==> src/hw/uepc_regs.svh <==
// register map, field positions and reset values of the endpoint control block
`ifndef UEPC_REGS_SVH
`define UEPC_REGS_SVH

// printed offsets are register indices; byte address is four times the index
`define UEPC_EP1_IDX 8'h54
`define UEPC_EP2_IDX 8'h55
`define UEPC_EP3_IDX 8'h56
`define UEPC_EP4_IDX 8'h57
`define UEPC_EP5_IDX 8'h58
`define UEPC_EP6_IDX 8'h59
`define UEPC_EP7_IDX 8'h5A
`define UEPC_EP8_IDX 8'h5B
`define UEPC_STAT_IDX 8'h60
`define UEPC_MASK_IDX 8'h61

`define UEPC_NUM_EP 8
`define UEPC_STALL_BIT 7
`define UEPC_RSVD_BIT 6
`define UEPC_NAKIE_BIT 5
`define UEPC_ACKED_BIT 4
`define UEPC_MODE_MSB 3
`define UEPC_MODE_LSB 0

`define UEPC_CTRL_RST 8'h00
`define UEPC_MODE_RST 4'h0
`define UEPC_STAT_RST 8'h00
`define UEPC_MASK_RST 8'h00

`define UEPC_RESP_OKAY 2'h0
`define UEPC_RESP_SLVERR 2'h2

`endif

==> src/hw/uepc_pkg.sv <==
// types shared by the endpoint control block
package uepc_pkg;

  typedef enum logic [3:0] {
    MODE_DISABLED   = 4'b0000,
    MODE_NAK_IN_OUT = 4'b0001,
    MODE_ACK_OUT    = 4'b0010,
    MODE_NAK_OUT    = 4'b0011,
    MODE_ACK_IN     = 4'b0100,
    MODE_NAK_IN     = 4'b0101
  } uepc_mode_t;

  typedef enum logic [1:0] {
    HS_NONE  = 2'b00,
    HS_ACK   = 2'b01,
    HS_NAK   = 2'b10,
    HS_STALL = 2'b11
  } uepc_hs_t;

  typedef struct packed {
    logic ep_hit;
    logic [2:0] ep;
    logic stat_hit;
    logic mask_hit;
  } uepc_dec_t;

endpackage : uepc_pkg

==> src/hw/uepc_if.sv <==
// link between the register file and the response decision logic
`timescale 1ns/100ps
interface uepc_if
  import uepc_pkg::*;
  ();
  logic tok_is_in;
  logic [3:0] tok_mode;
  logic tok_stall;
  uepc_hs_t hs;
  logic [3:0] done_mode;
  logic [3:0] done_mode_nxt;

  modport regs (
    output tok_is_in,
    output tok_mode,
    output tok_stall,
    output done_mode,
    input hs,
    input done_mode_nxt
  );

  modport resp (
    input tok_is_in,
    input tok_mode,
    input tok_stall,
    input done_mode,
    output hs,
    output done_mode_nxt
  );
endinterface : uepc_if

==> src/hw/uepc_resp.sv <==
// handshake choice for a token and mode advance after an acknowledged transaction
`timescale 1ns/100ps
module uepc_resp
  import uepc_pkg::*;
  (
  uepc_if.resp bus
);

  always_comb
  begin
    bus.hs = HS_NONE;
    case (bus.tok_mode)
      MODE_NAK_IN_OUT:
        bus.hs = HS_NAK;
      MODE_ACK_OUT:
        if (!bus.tok_is_in)
        begin
          bus.hs = bus.tok_stall ? HS_STALL : HS_ACK;
        end
      MODE_NAK_OUT:
        if (!bus.tok_is_in)
        begin
          bus.hs = HS_NAK;
        end
      MODE_ACK_IN:
        if (bus.tok_is_in)
        begin
          bus.hs = bus.tok_stall ? HS_STALL : HS_ACK;
        end
      MODE_NAK_IN:
        if (bus.tok_is_in)
        begin
          bus.hs = HS_NAK;
        end
      default:
        bus.hs = HS_NONE;
    endcase
  end

  // after an acked transfer the endpoint falls back to nak so firmware can refill it
  always_comb
  begin
    bus.done_mode_nxt = bus.done_mode;
    case (bus.done_mode)
      MODE_ACK_OUT:
        bus.done_mode_nxt = MODE_NAK_OUT;
      MODE_ACK_IN:
        bus.done_mode_nxt = MODE_NAK_IN;
      default:
        bus.done_mode_nxt = bus.done_mode;
    endcase
  end

endmodule : uepc_resp

==> src/hw/uepc_top.sv <==
// endpoint control registers with axi4-lite access, handshake choice and interrupt
// Functional notes
// - stall set in ack-out mode: out packets get a stall handshake
// - stall set in ack-in mode: in tokens get a stall handshake
// - nak interrupt enable adds endpoint interrupts for nak-completed transfers
// - ack-completed transaction sets that endpoint's acked flag
// - four-bit mode steers responses and advances after acknowledged transactions
// - eight 8-bit endpoint control registers, all fields reset to zero
`timescale 1ns/100ps
`include "uepc_regs.svh"
module uepc_top
  import uepc_pkg::*;
  #(
  parameter int ADDR_W = 12
) (
  input wire logic clk,
  input wire logic rstn,
  input wire logic [ADDR_W-1:0] s_axi_awaddr,
  input wire logic s_axi_awvalid,
  output logic s_axi_awready,
  input wire logic [31:0] s_axi_wdata,
  input wire logic [3:0] s_axi_wstrb,
  input wire logic s_axi_wvalid,
  output logic s_axi_wready,
  output logic [1:0] s_axi_bresp,
  output logic s_axi_bvalid,
  input wire logic s_axi_bready,
  input wire logic [ADDR_W-1:0] s_axi_araddr,
  input wire logic s_axi_arvalid,
  output logic s_axi_arready,
  output logic [31:0] s_axi_rdata,
  output logic [1:0] s_axi_rresp,
  output logic s_axi_rvalid,
  input wire logic s_axi_rready,
  input wire logic tok_valid,
  input wire logic [2:0] tok_ep,
  input wire logic tok_is_in,
  output logic hs_valid,
  output logic [2:0] hs_ep,
  output logic [1:0] hs_code,
  input wire logic done_valid,
  input wire logic [2:0] done_ep,
  input wire logic done_ack,
  output logic ep_irq
);

  localparam int WORD_W = ADDR_W - 2;
  localparam int NEP = `UEPC_NUM_EP;

  function automatic uepc_dec_t uepc_decode(input logic [ADDR_W-1:0] a);
    logic [WORD_W-1:0] w;
    uepc_dec_t d;
    w = a[ADDR_W-1:2];
    d.ep_hit = (w >= WORD_W'(`UEPC_EP1_IDX)) && (w <= WORD_W'(`UEPC_EP8_IDX));
    d.ep = 3'(w - WORD_W'(`UEPC_EP1_IDX));
    d.stat_hit = (w == WORD_W'(`UEPC_STAT_IDX));
    d.mask_hit = (w == WORD_W'(`UEPC_MASK_IDX));
    return d;
  endfunction : uepc_decode

  // endpoint fields; bit 6 is not stored and reads zero
  logic [NEP-1:0] stall_r;
  logic [NEP-1:0] nakie_r;
  logic [NEP-1:0] acked_r;
  logic [3:0] mode_r [NEP];
  logic [NEP-1:0] stall_nxt;
  logic [NEP-1:0] nakie_nxt;
  logic [NEP-1:0] acked_nxt;
  logic [3:0] mode_nxt [NEP];
  logic [NEP-1:0] stat_r;
  logic [NEP-1:0] mask_r;
  logic [NEP-1:0] stat_nxt;
  logic [NEP-1:0] mask_nxt;
  logic irq_r;

  // bus side state
  logic awready_r;
  logic wready_r;
  logic aw_hold_r;
  logic w_hold_r;
  logic [ADDR_W-1:0] aw_addr_r;
  logic [31:0] w_data_r;
  logic [3:0] w_strb_r;
  logic bvalid_r;
  logic [1:0] bresp_r;
  logic arready_r;
  logic rvalid_r;
  logic [31:0] rdata_r;
  logic [1:0] rresp_r;

  logic hs_valid_r;
  logic [2:0] hs_ep_r;
  logic [1:0] hs_code_r;

  uepc_if eif ();

  uepc_resp u_resp (
    .bus(eif.resp)
  );

  assign eif.tok_is_in = tok_is_in;
  assign eif.tok_mode = mode_r[tok_ep];
  assign eif.tok_stall = stall_r[tok_ep];
  assign eif.done_mode = mode_r[done_ep];

  // decode and strobes
  wire aw_take = s_axi_awvalid && awready_r;
  wire w_take = s_axi_wvalid && wready_r;
  wire ar_take = s_axi_arvalid && arready_r;
  wire do_write = aw_hold_r && w_hold_r && !bvalid_r;
  wire uepc_dec_t wdec = uepc_decode(aw_addr_r);
  wire uepc_dec_t rdec = uepc_decode(s_axi_araddr);
  wire w_mapped = wdec.ep_hit || wdec.stat_hit || wdec.mask_hit;
  wire r_mapped = rdec.ep_hit || rdec.stat_hit || rdec.mask_hit;
  // only the low byte lane carries register data
  wire w_lane = do_write && w_strb_r[0];
  wire ep_wr = w_lane && wdec.ep_hit;
  wire stat_wr = w_lane && wdec.stat_hit;
  wire mask_wr = w_lane && wdec.mask_hit;
  wire rd_clr = ar_take && rdec.ep_hit;
  wire [7:0] wbyte = w_data_r[7:0];
  wire done_acked = done_valid && done_ack;
  wire [7:0] ep_rbyte = {stall_r[rdec.ep], 1'b0, nakie_r[rdec.ep], acked_r[rdec.ep],
    mode_r[rdec.ep]};
  wire [7:0] rbyte = rdec.ep_hit ? ep_rbyte :
    rdec.stat_hit ? stat_r :
    rdec.mask_hit ? mask_r : 8'h00;
  wire [1:0] rresp_nxt = r_mapped ? `UEPC_RESP_OKAY : `UEPC_RESP_SLVERR;
  wire [1:0] bresp_nxt = w_mapped ? `UEPC_RESP_OKAY : `UEPC_RESP_SLVERR;

  always_comb
  begin
    for (int i = 0; i < NEP; i++)
    begin
      stall_nxt[i] = stall_r[i];
      nakie_nxt[i] = nakie_r[i];
      mode_nxt[i] = mode_r[i];
      // firmware write wins over the engine's mode advance in the same cycle
      if (ep_wr && wdec.ep == 3'(i))
      begin
        stall_nxt[i] = wbyte[`UEPC_STALL_BIT];
        nakie_nxt[i] = wbyte[`UEPC_NAKIE_BIT];
        mode_nxt[i] = wbyte[`UEPC_MODE_MSB:`UEPC_MODE_LSB];
      end
      else if (done_acked && done_ep == 3'(i))
      begin
        mode_nxt[i] = eif.done_mode_nxt;
      end
      // acked flag is read-to-clear only; bus writes cannot touch it
      acked_nxt[i] = (done_acked && done_ep == 3'(i)) ||
        (acked_r[i] && !(rd_clr && rdec.ep == 3'(i)));
      // endpoint event: ack completion, or nak completion when enabled
      stat_nxt[i] = (done_valid && done_ep == 3'(i) && (done_ack || nakie_r[i])) ||
        (stat_r[i] && !(stat_wr && wbyte[i]));
      mask_nxt[i] = mask_wr ? wbyte[i] : mask_r[i];
    end
  end

  always_ff @(posedge clk or negedge rstn)
  begin
    if (!rstn)
    begin
      stall_r <= `UEPC_CTRL_RST;
      nakie_r <= `UEPC_CTRL_RST;
      acked_r <= `UEPC_CTRL_RST;
      stat_r <= `UEPC_STAT_RST;
      mask_r <= `UEPC_MASK_RST;
      irq_r <= 1'b0;
    end
    else
    begin
      stall_r <= stall_nxt;
      nakie_r <= nakie_nxt;
      acked_r <= acked_nxt;
      stat_r <= stat_nxt;
      mask_r <= mask_nxt;
      irq_r <= |(stat_nxt & mask_nxt);
    end
  end

  always_ff @(posedge clk or negedge rstn)
  begin
    if (!rstn)
    begin
      for (int i = 0; i < NEP; i++)
      begin
        mode_r[i] <= `UEPC_MODE_RST;
      end
    end
    else
    begin
      mode_r <= mode_nxt;
    end
  end

  // one handshake per token whose mode answers it, one cycle after it; HS_NONE raises no hs_valid
  always_ff @(posedge clk or negedge rstn)
  begin
    if (!rstn)
    begin
      hs_valid_r <= 1'b0;
      hs_ep_r <= 3'h0;
      hs_code_r <= HS_NONE;
    end
    else
    begin
      hs_valid_r <= tok_valid && (eif.hs != HS_NONE);
      hs_ep_r <= tok_ep;
      hs_code_r <= eif.hs;
    end
  end

  // write address and data are taken independently and held until the write
  always_ff @(posedge clk or negedge rstn)
  begin
    if (!rstn)
    begin
      awready_r <= 1'b1;
      aw_hold_r <= 1'b0;
      aw_addr_r <= '0;
    end
    else if (aw_take)
    begin
      awready_r <= 1'b0;
      aw_hold_r <= 1'b1;
      aw_addr_r <= s_axi_awaddr;
    end
    else
    begin
      aw_hold_r <= aw_hold_r && !do_write;
      awready_r <= awready_r || (bvalid_r && s_axi_bready);
    end
  end

  always_ff @(posedge clk or negedge rstn)
  begin
    if (!rstn)
    begin
      wready_r <= 1'b1;
      w_hold_r <= 1'b0;
      w_data_r <= 32'h0;
      w_strb_r <= 4'h0;
    end
    else if (w_take)
    begin
      wready_r <= 1'b0;
      w_hold_r <= 1'b1;
      w_data_r <= s_axi_wdata;
      w_strb_r <= s_axi_wstrb;
    end
    else
    begin
      w_hold_r <= w_hold_r && !do_write;
      wready_r <= wready_r || (bvalid_r && s_axi_bready);
    end
  end

  always_ff @(posedge clk or negedge rstn)
  begin
    if (!rstn)
    begin
      bvalid_r <= 1'b0;
      bresp_r <= `UEPC_RESP_OKAY;
    end
    else if (do_write)
    begin
      bvalid_r <= 1'b1;
      bresp_r <= bresp_nxt;
    end
    else if (s_axi_bready)
    begin
      bvalid_r <= 1'b0;
    end
  end

  // reads answer one cycle after the address is taken; the clear acts at that edge
  always_ff @(posedge clk or negedge rstn)
  begin
    if (!rstn)
    begin
      arready_r <= 1'b1;
      rvalid_r <= 1'b0;
      rdata_r <= 32'h0;
      rresp_r <= `UEPC_RESP_OKAY;
    end
    else if (ar_take)
    begin
      arready_r <= 1'b0;
      rvalid_r <= 1'b1;
      rdata_r <= {24'h0, rbyte};
      rresp_r <= rresp_nxt;
    end
    else if (rvalid_r && s_axi_rready)
    begin
      arready_r <= 1'b1;
      rvalid_r <= 1'b0;
    end
  end

  assign s_axi_awready = awready_r;
  assign s_axi_wready = wready_r;
  assign s_axi_bvalid = bvalid_r;
  assign s_axi_bresp = bresp_r;
  assign s_axi_arready = arready_r;
  assign s_axi_rvalid = rvalid_r;
  assign s_axi_rdata = rdata_r;
  assign s_axi_rresp = rresp_r;
  assign hs_valid = hs_valid_r;
  assign hs_ep = hs_ep_r;
  assign hs_code = hs_code_r;
  assign ep_irq = irq_r;

endmodule : uepc_top

==> config.mk <==
export PLATFORM = sky130hd
export DESIGN_NAME = uepc_top
export DESIGN_NICKNAME = d
export VERILOG_FILES = /design/src/hw/uepc_pkg.sv /design/src/hw/uepc_if.sv /design/src/hw/uepc_resp.sv /design/src/hw/uepc_top.sv
export VERILOG_INCLUDE_DIRS = /design/src /design/src/hw
export SDC_FILE = /design/constraint.sdc
export NUM_CORES = 1
export LEC_CHECK = 0
export BUFFER_PORTS_ARGS = -buffer_cell sky130_fd_sc_hd__buf_2
export CAP_MARGIN = 5
export CORE_MARGIN = 2
export CORE_UTILIZATION = 45
export CTS_CLUSTER_SIZE = 10
export DETAILED_ROUTE_END_ITERATION = 6
export PLACE_DENSITY_LB_ADDON = 0.1
export SLEW_MARGIN = 20
export SYNTH_ARGS = -nofsm -noshare
export SYNTH_HDL_FRONTEND = slang
export SYNTH_HIERARCHICAL = 1
export SYNTH_SLANG_ARGS = --single-unit
==> constraint.sdc <==
create_clock -name clk -period 2.3 [get_ports clk]
set_input_delay 0.23 -clock clk [delete_from_list [all_inputs] [get_ports clk]]
set_output_delay 0.23 -clock clk [all_outputs]
set_load 0.01 [all_outputs]
# Yosys cells after proc, flatten, opt, wreduce, memory -nomap -nowiden
# Cells that the tools add are included.
classes:
  n_addsub: 2
  n_mul: 0
  n_div: 0
  n_lt_le_gt_ge: 9
  n_eq_ne: 32
  n_shift: 0
  muxes: 63
  n_bitwise: 4
  reduce_logical: 145
ops:
  columns: ["cell", "n"]
  rows:
  - ["4-bit two-way mux", 22]
  - ["1-bit logical AND", 82]
  - ["10-bit by 7-bit equality test with 1-bit output, second input constant", 4]
  - ["4-bit binary-select mux with 3-bit select", 3]
  - ["3-bit equality test, second input constant", 12]
  - ["1-bit logical OR", 30]
  - ["8-bit two-way mux", 3]
  - ["1-bit two-way mux", 22]
  - ["2-bit nonzero test", 11]
  - ["10-bit by 7-bit greater-or-equal comparator with 1-bit output, second input constant", 2]
  - ["10-bit by 7-bit <= comparator with 1-bit output, second input constant", 2]
  - ["3-bit by 2-bit equality test with 1-bit output, second input constant", 6]
  - ["1-bit logical NOT", 18]
  - ["2-bit two-way mux", 7]
  - ["1-bit binary-select mux with 3-bit select", 4]
  - ["4-bit by 2-bit equality test with 1-bit output, second input constant", 3]
  - ["4-bit by 3-bit equality test with 1-bit output, second input constant", 3]
  - ["4-bit greater-or-equal comparator, second input constant", 3]
  - ["3-bit NOT with 4-bit output", 3]
  - ["2-bit case mux with 5 select lines", 1]
  - ["3-bit by 1-bit equality test with 1-bit output, second input constant", 3]
  - ["3-bit logical NOT", 3]
  - ["8-bit AND", 1]
  - ["3-bit by 4-bit < comparator with 1-bit output, second input constant", 2]
  - ["4 further kinds", 5]
totals:
  reg_bits: 119
  latchBits: 0
  ram_bits: 0
  rom_bits: 0
  out_inout_bits: 48
  n_memories: 0

# Longest topological paths before layout
logic_depth:
  depth_word: 10
  depth_mapped: 7
  mapped_depth_nobuf: 6

# Cells and area by module
# The synthesis kept the hierarchy.
modules_own_cells:
  columns: ["mod", "instances", "cells_each", "area_per_inst_um2", "seq_area_each_um2"]
  rows:
  - ["uepc_top", 1, 521, 6154.7, 2881.5]
  - ["uepc_resp", 1, 12, 83.8, 0.0]

# Least setup slack after synthesis
# No wires, ideal clock.
synth_path:
  kind: "input to register"
  from: "in tok_ep[0]"
  to: "reg hs_valid_r, in the netlist hs_valid"
  setup_ns: 0.065
  arrival_ns: 2.288
  required_ns: 2.235
  slack_ns: -0.053
  stages: 6
  path_cell_list: "clkbuf_1 mux4_2 mux2_2 or3b_1 a211oi_2 o21a_1"
synth_via:
  elab_chain_len: 8
  elab_cells_between_ends: 17
synth_rtl:
  columns: ["item", "line", "rtl"]
  rows:
  - ["start, declared", "uepc_top.sv:36", "input wire logic [2:0] tok_ep,"]
  - ["3-bit NOT with 4-bit output (implied by the code) *", "uepc_top.sv:102", "assign eif.tok_mode = mode_r[tok_ep];"]
  - ["4-bit binary-select mux with 3-bit select *", "uepc_top.sv:102", null]
  - ["4-bit two-way mux (implied by the code) * (2 in a row)", "uepc_top.sv:102", null]
  - ["via eif.tok_mode[2]", "uepc_if.sv:7", "logic [3:0] tok_mode;"]
  - ["4-bit by 3-bit equality test with 1-bit output (tied with other cells)", "uepc_resp.sv:12", "case (bus.tok_mode)"]
  - ["2-bit case mux with 5 select lines *", "uepc_resp.sv:12", null]
  - ["via eif.hs[0]", "uepc_if.sv:9", "uepc_hs_t hs;"]
  - ["2-bit nonzero test *", "uepc_top.sv:207", "hs_valid_r <= tok_valid && (eif.hs != HS_NONE);"]
  - ["1-bit logical AND *", "uepc_top.sv:207", null]
  - ["end signal, assigned", "uepc_top.sv:207", null]
  - ["end, declared", "uepc_top.sv:91", "logic hs_valid_r;"]
# The timed path passes the listed nets; every way through them passes the cells marked *. The select of a mux whose other input is x is not followed.
# A chain may end at the register's enable or synchronous reset.

# Worst setup path in the final report
layout_path:
  from: "reg aw_addr_r[10]"
  to: "reg irq_r, in the netlist ep_irq"
layout_via:
  elab_cells_between_ends: 46
layout_rtl:
  columns: ["item", "line", "rtl"]
  rows:
  - ["start, declared", "uepc_top.sv:81", "logic [ADDR_W-1:0] aw_addr_r;"]
  - ["start signal, assigned", "uepc_top.sv:226", "aw_addr_r <= s_axi_awaddr;"]
  - ["10-bit by 7-bit equality test with 1-bit output", "uepc_top.sv:57", "d.mask_hit = (w == WORD_W'(`UEPC_MASK_IDX));"]
  - ["1-bit logical AND", "uepc_top.sv:119", "wire mask_wr = w_lane && wdec.mask_hit;"]
  - ["1-bit two-way mux", "uepc_top.sv:155", "mask_nxt[i] = mask_wr ? wbyte[i] : mask_r[i];"]
  - ["via mask_nxt[4]", "uepc_top.sv:73", "logic [NEP-1:0] mask_nxt;"]
  - ["8-bit AND", "uepc_top.sv:177", "irq_r <= |(stat_nxt & mask_nxt);"]
  - ["8-bit OR reduction", "uepc_top.sv:177", null]
  - ["end signal, assigned", "uepc_top.sv:177", null]
  - ["end, declared", "uepc_top.sv:74", "logic irq_r;"]
# The timed path passes the listed nets, and every way through them passes these cells.

==> reports/qor.csv <==
stage,metric,value,unit
floorplan,Chip Height,122,um
grt,largest net degree at the start of global routing,43,
floorplan,# rows,43,
route,drt first-iter violations,312,
timing,total negative setup slack,0,ns
critical_path,CP startpoint kind,flip-flop,
synth,Yosys warnings,6,
power_and_ir_drop,PD cells,935,nW/um^2
synth,sequential share of the synthesized area,46.2,%
floorplan,die width,122,um
final_layout,FILL cells,1213,
timing,final worst clock skew,0.00905,ns
floorplan,Starting Density,45.5,%
timing,Worst-Margin Slew,0.587,ns
floorplan,# IOs,125,
route,Vias,4625,
route,Pre-antenna DRT Iters,4,
placement,# port buffers,67,
placement,RePlAce Congestion,0.865,
grt,first-pass GRT wire length,25.1,mm
min_path,worst hold-check path type,in -> reg,
synth,synth cell count leaders,"dfrtp_1 (112), mux2_2 (61), nand2_1 (50), o21ai_0 (38), nor2_1 (33)",
grt,antenna violations before repair,0,
critical_path,Worst setup EP type,flip-flop,
synth,"Cell Area, Synth",6240,sq um
critical_path,CP Max Fanout,8,
placement,DP HPWL,11.5,mm
timing,Tcrit/Tclk final,98.9,%
final_layout,"Core Util, Final",55.4,%
synth,Yosys top cell area share,44.9,%
clock_network,clk root buf,clkbuf_16,
critical_path,R2R depth,5,
final_layout,layout cell share with drive strength beyond 1,37.9,%
final_layout,# diodes,0,
placement,post-placement cell area,6930,sq um
timing,"Setup violations, final",0,
placement,dpl cells,792,
critical_path,critical path required time,2.60,ns
route,Vias per Instance,5.59,
clock_network,CTS Sinks,115,
route,DR DRC count,0,
timing,Hold WS,0.0138,ns
timing,endpoints failing hold,0,
timing,RSZ-0062 raised after global routing,true,
timing,fin. max-slew vios,0,
status,status,finished clean,
synth,Synth Flop Type,dfrtp_1,
synth,Mapped Cells,533,
power_and_ir_drop,P_leak,3.31,nW
floorplan,Die ar.,14800,sq um
final_layout,area of the multi-input gates,3100,sq um
synth,Unique masters post-synth,50,
timing,fmax,440,MHz
critical_path,kind of critical path,reg -> reg,
critical_path,crit path DAT,2.57,ns
clock_network,CTS clock-pin slew for the worst setup and hold paths,0.06,ns
final_layout,register cell area after layout,2880,sq um
final_layout,area growth from synthesis to layout,21.8,%
clock_network,Max clock buf depth,2,
synth,Post-synth EDFFs,0,
synth,"count leader, synth",dfrtp_1,
final_layout,Non-Filler Instances,827,
clock_network,CTS tree,built,
route,WL per Instance,19.1,um
synth,"FF+latch count, synth",115,
timing,max_slew headroom,60.9,%
synth,top post-synthesis cells by area,"dfrtp_1 (45%), mux4_2 (12%), mux2_2 (11%)",
timing,min Tclk post-route,2.27,ns
grt,GRT Total Usage,23.0,%
synth,Post-synth ARST share,100,%
route,total wire length,15.8,mm
clock_network,clock latency on the worst-skew pair,0.43,ns
final_layout,Final nets,712,
grt,vias in the first global route,4637,
power_and_ir_drop,maximum vdd ir drop,556,uV
synth,average cell area after synthesis,11.7,sq um
clock_network,CTS Buf Count,17,
grt,grt ovf,0,
final_layout,"Design Area, Final",7600,sq um
clock_network,H-tree depth,4,
synth,post-synth top area cell,dfrtp_1,
floorplan,Core ar.,13700,sq um
min_path,WHS Path Cells,2,
job,# Max-Cap Violations,0,
route,Post-DRT Antenna Nets,0,
-- metrics by stage --
step	power [mW]	setup WS (ns)
3_3_place_gp	4.24	-0.129
2_1_floorplan	3.76	0.0755
3_5_place_dp	4.30	-0.129
4_1_cts	7.16	0.00562
6_report	7.11	0.0253
5_1_grt	7.48	-0.0641
-- repair_timing --
action                                  4_1_cts  5_1_grt
buffers inserted                              0        0
pin swaps                                     2        0
resized for setup                             0        1
endpoints found under the hold margin        40        0
endpoints found under the setup margin        1        3
hold buffers                                  4        0
-- registers in the layout, indices dropped and copies added (netlist names), 2 cells and up --
name	cells
acked_r	8
aw_addr_r	10
hs_code	2
hs_ep	3
mask_r	8
mode_r	32
nakie_r	8
s_axi_rdata	8
stall_r	8
stat_r	8
w_data_r	8
-- report_power, final --
part,total [mW],internal (mW),switching (mW)
sequential,2.85,2.40,0.447
clock,2.83,1.93,0.903
combinational,1.43,0.799,0.631
total,7.11,5.13,1.98
-- critical path: stages (launching register included) --
cell	delay, ns
dfrtp_1	0.40
nor4b_4	0.40
nand4_4	0.25
mux2_2	0.34
a22o_1	0.25
or4_1	0.51
-- layer usage --
| layer | share of wire [%] | track usage, % | up-vias |
|---|---|---|---|
| li1 | - | - | 2117 |
| met1 | 43 | 30.3 | 2285 |
| met2 | 48 | 35.3 | 185 |
| met3 | 6.7 | 6.84 | 38 |
| met4 | 2.5 | 9.99 | 0 |
| met5 | 0 | 0 | - |
-- final timing paths --
kind / startpoint / endpoint / slack [ns]
min: tok_valid / hs_valid / 0.01
max in group asynchronous: rstn / s_axi_awready / 1.23
max reg2reg: aw_addr_r[10] / ep_irq / 0.03
min in group asynchronous: rstn / stall_r[4] / 0.35
max: aw_addr_r[10] / ep_irq / 0.03
min reg2reg: s_axi_rdata[5] / s_axi_rdata[5] / 0.47
-- logic make-up (layout without fill, tap and decap cells) --
logic type	count (synthesis)	in the layout	share of synthesized area, %
flip-flops	115	115	46.2
other	1	26	0.0601
buffers and inverters	68	157	5.74
AND/OR/NAND/NOR	124	124	10.3
AO/OA/AOI/OAI	99	99	9.89
XOR/XNOR	2	2	0.281
multiplexers	124	124	27.5
-- cell type report --
type	count	share of cell area, %
timing repair buffer	113	9.45
multi-input combinational	375	40.7
clock buffer	20	5.88
clock inverter	11	2.42
inverter	13	0.642
sequential	115	37.9
tap	180	2.96
-- cells in the final DEF (no fill, tap or decap), types with 3 or more instances in the layout --
| cell type | netlist | final |
|---|---|---|
| buf_2 | 3 | 66 |
| or2_2 | 3 | 3 |
| a21oi_1 | 24 | 24 |
| dfrtp_1 | 112 | 112 |
| a22o_1 | 4 | 4 |
| nor2_1 | 33 | 33 |
| o21ai_0 | 38 | 38 |
| a221oi_1 | 7 | 7 |
| a21o_1 | 9 | 9 |
| dlygate4sd3_1 | 0 | 4 |
| nor3_1 | 3 | 3 |
| mux2i_1 | 31 | 31 |
| conb_1 | 1 | 26 |
| buf_4 | 26 | 41 |
| nand2_1 | 50 | 50 |
| clkinv_2 | 0 | 5 |
| nand2b_1 | 5 | 5 |
| nand3b_1 | 5 | 5 |
| inv_1 | 13 | 13 |
| nand3_1 | 3 | 3 |
| mux4_2 | 32 | 32 |
| bufinv_16 | 0 | 5 |
| clkbuf_16 | 0 | 17 |
| dfstp_2 | 3 | 3 |
| o32ai_1 | 8 | 8 |
| mux2_2 | 61 | 61 |
No activity file was read; power rests on OpenSTA's default activity.
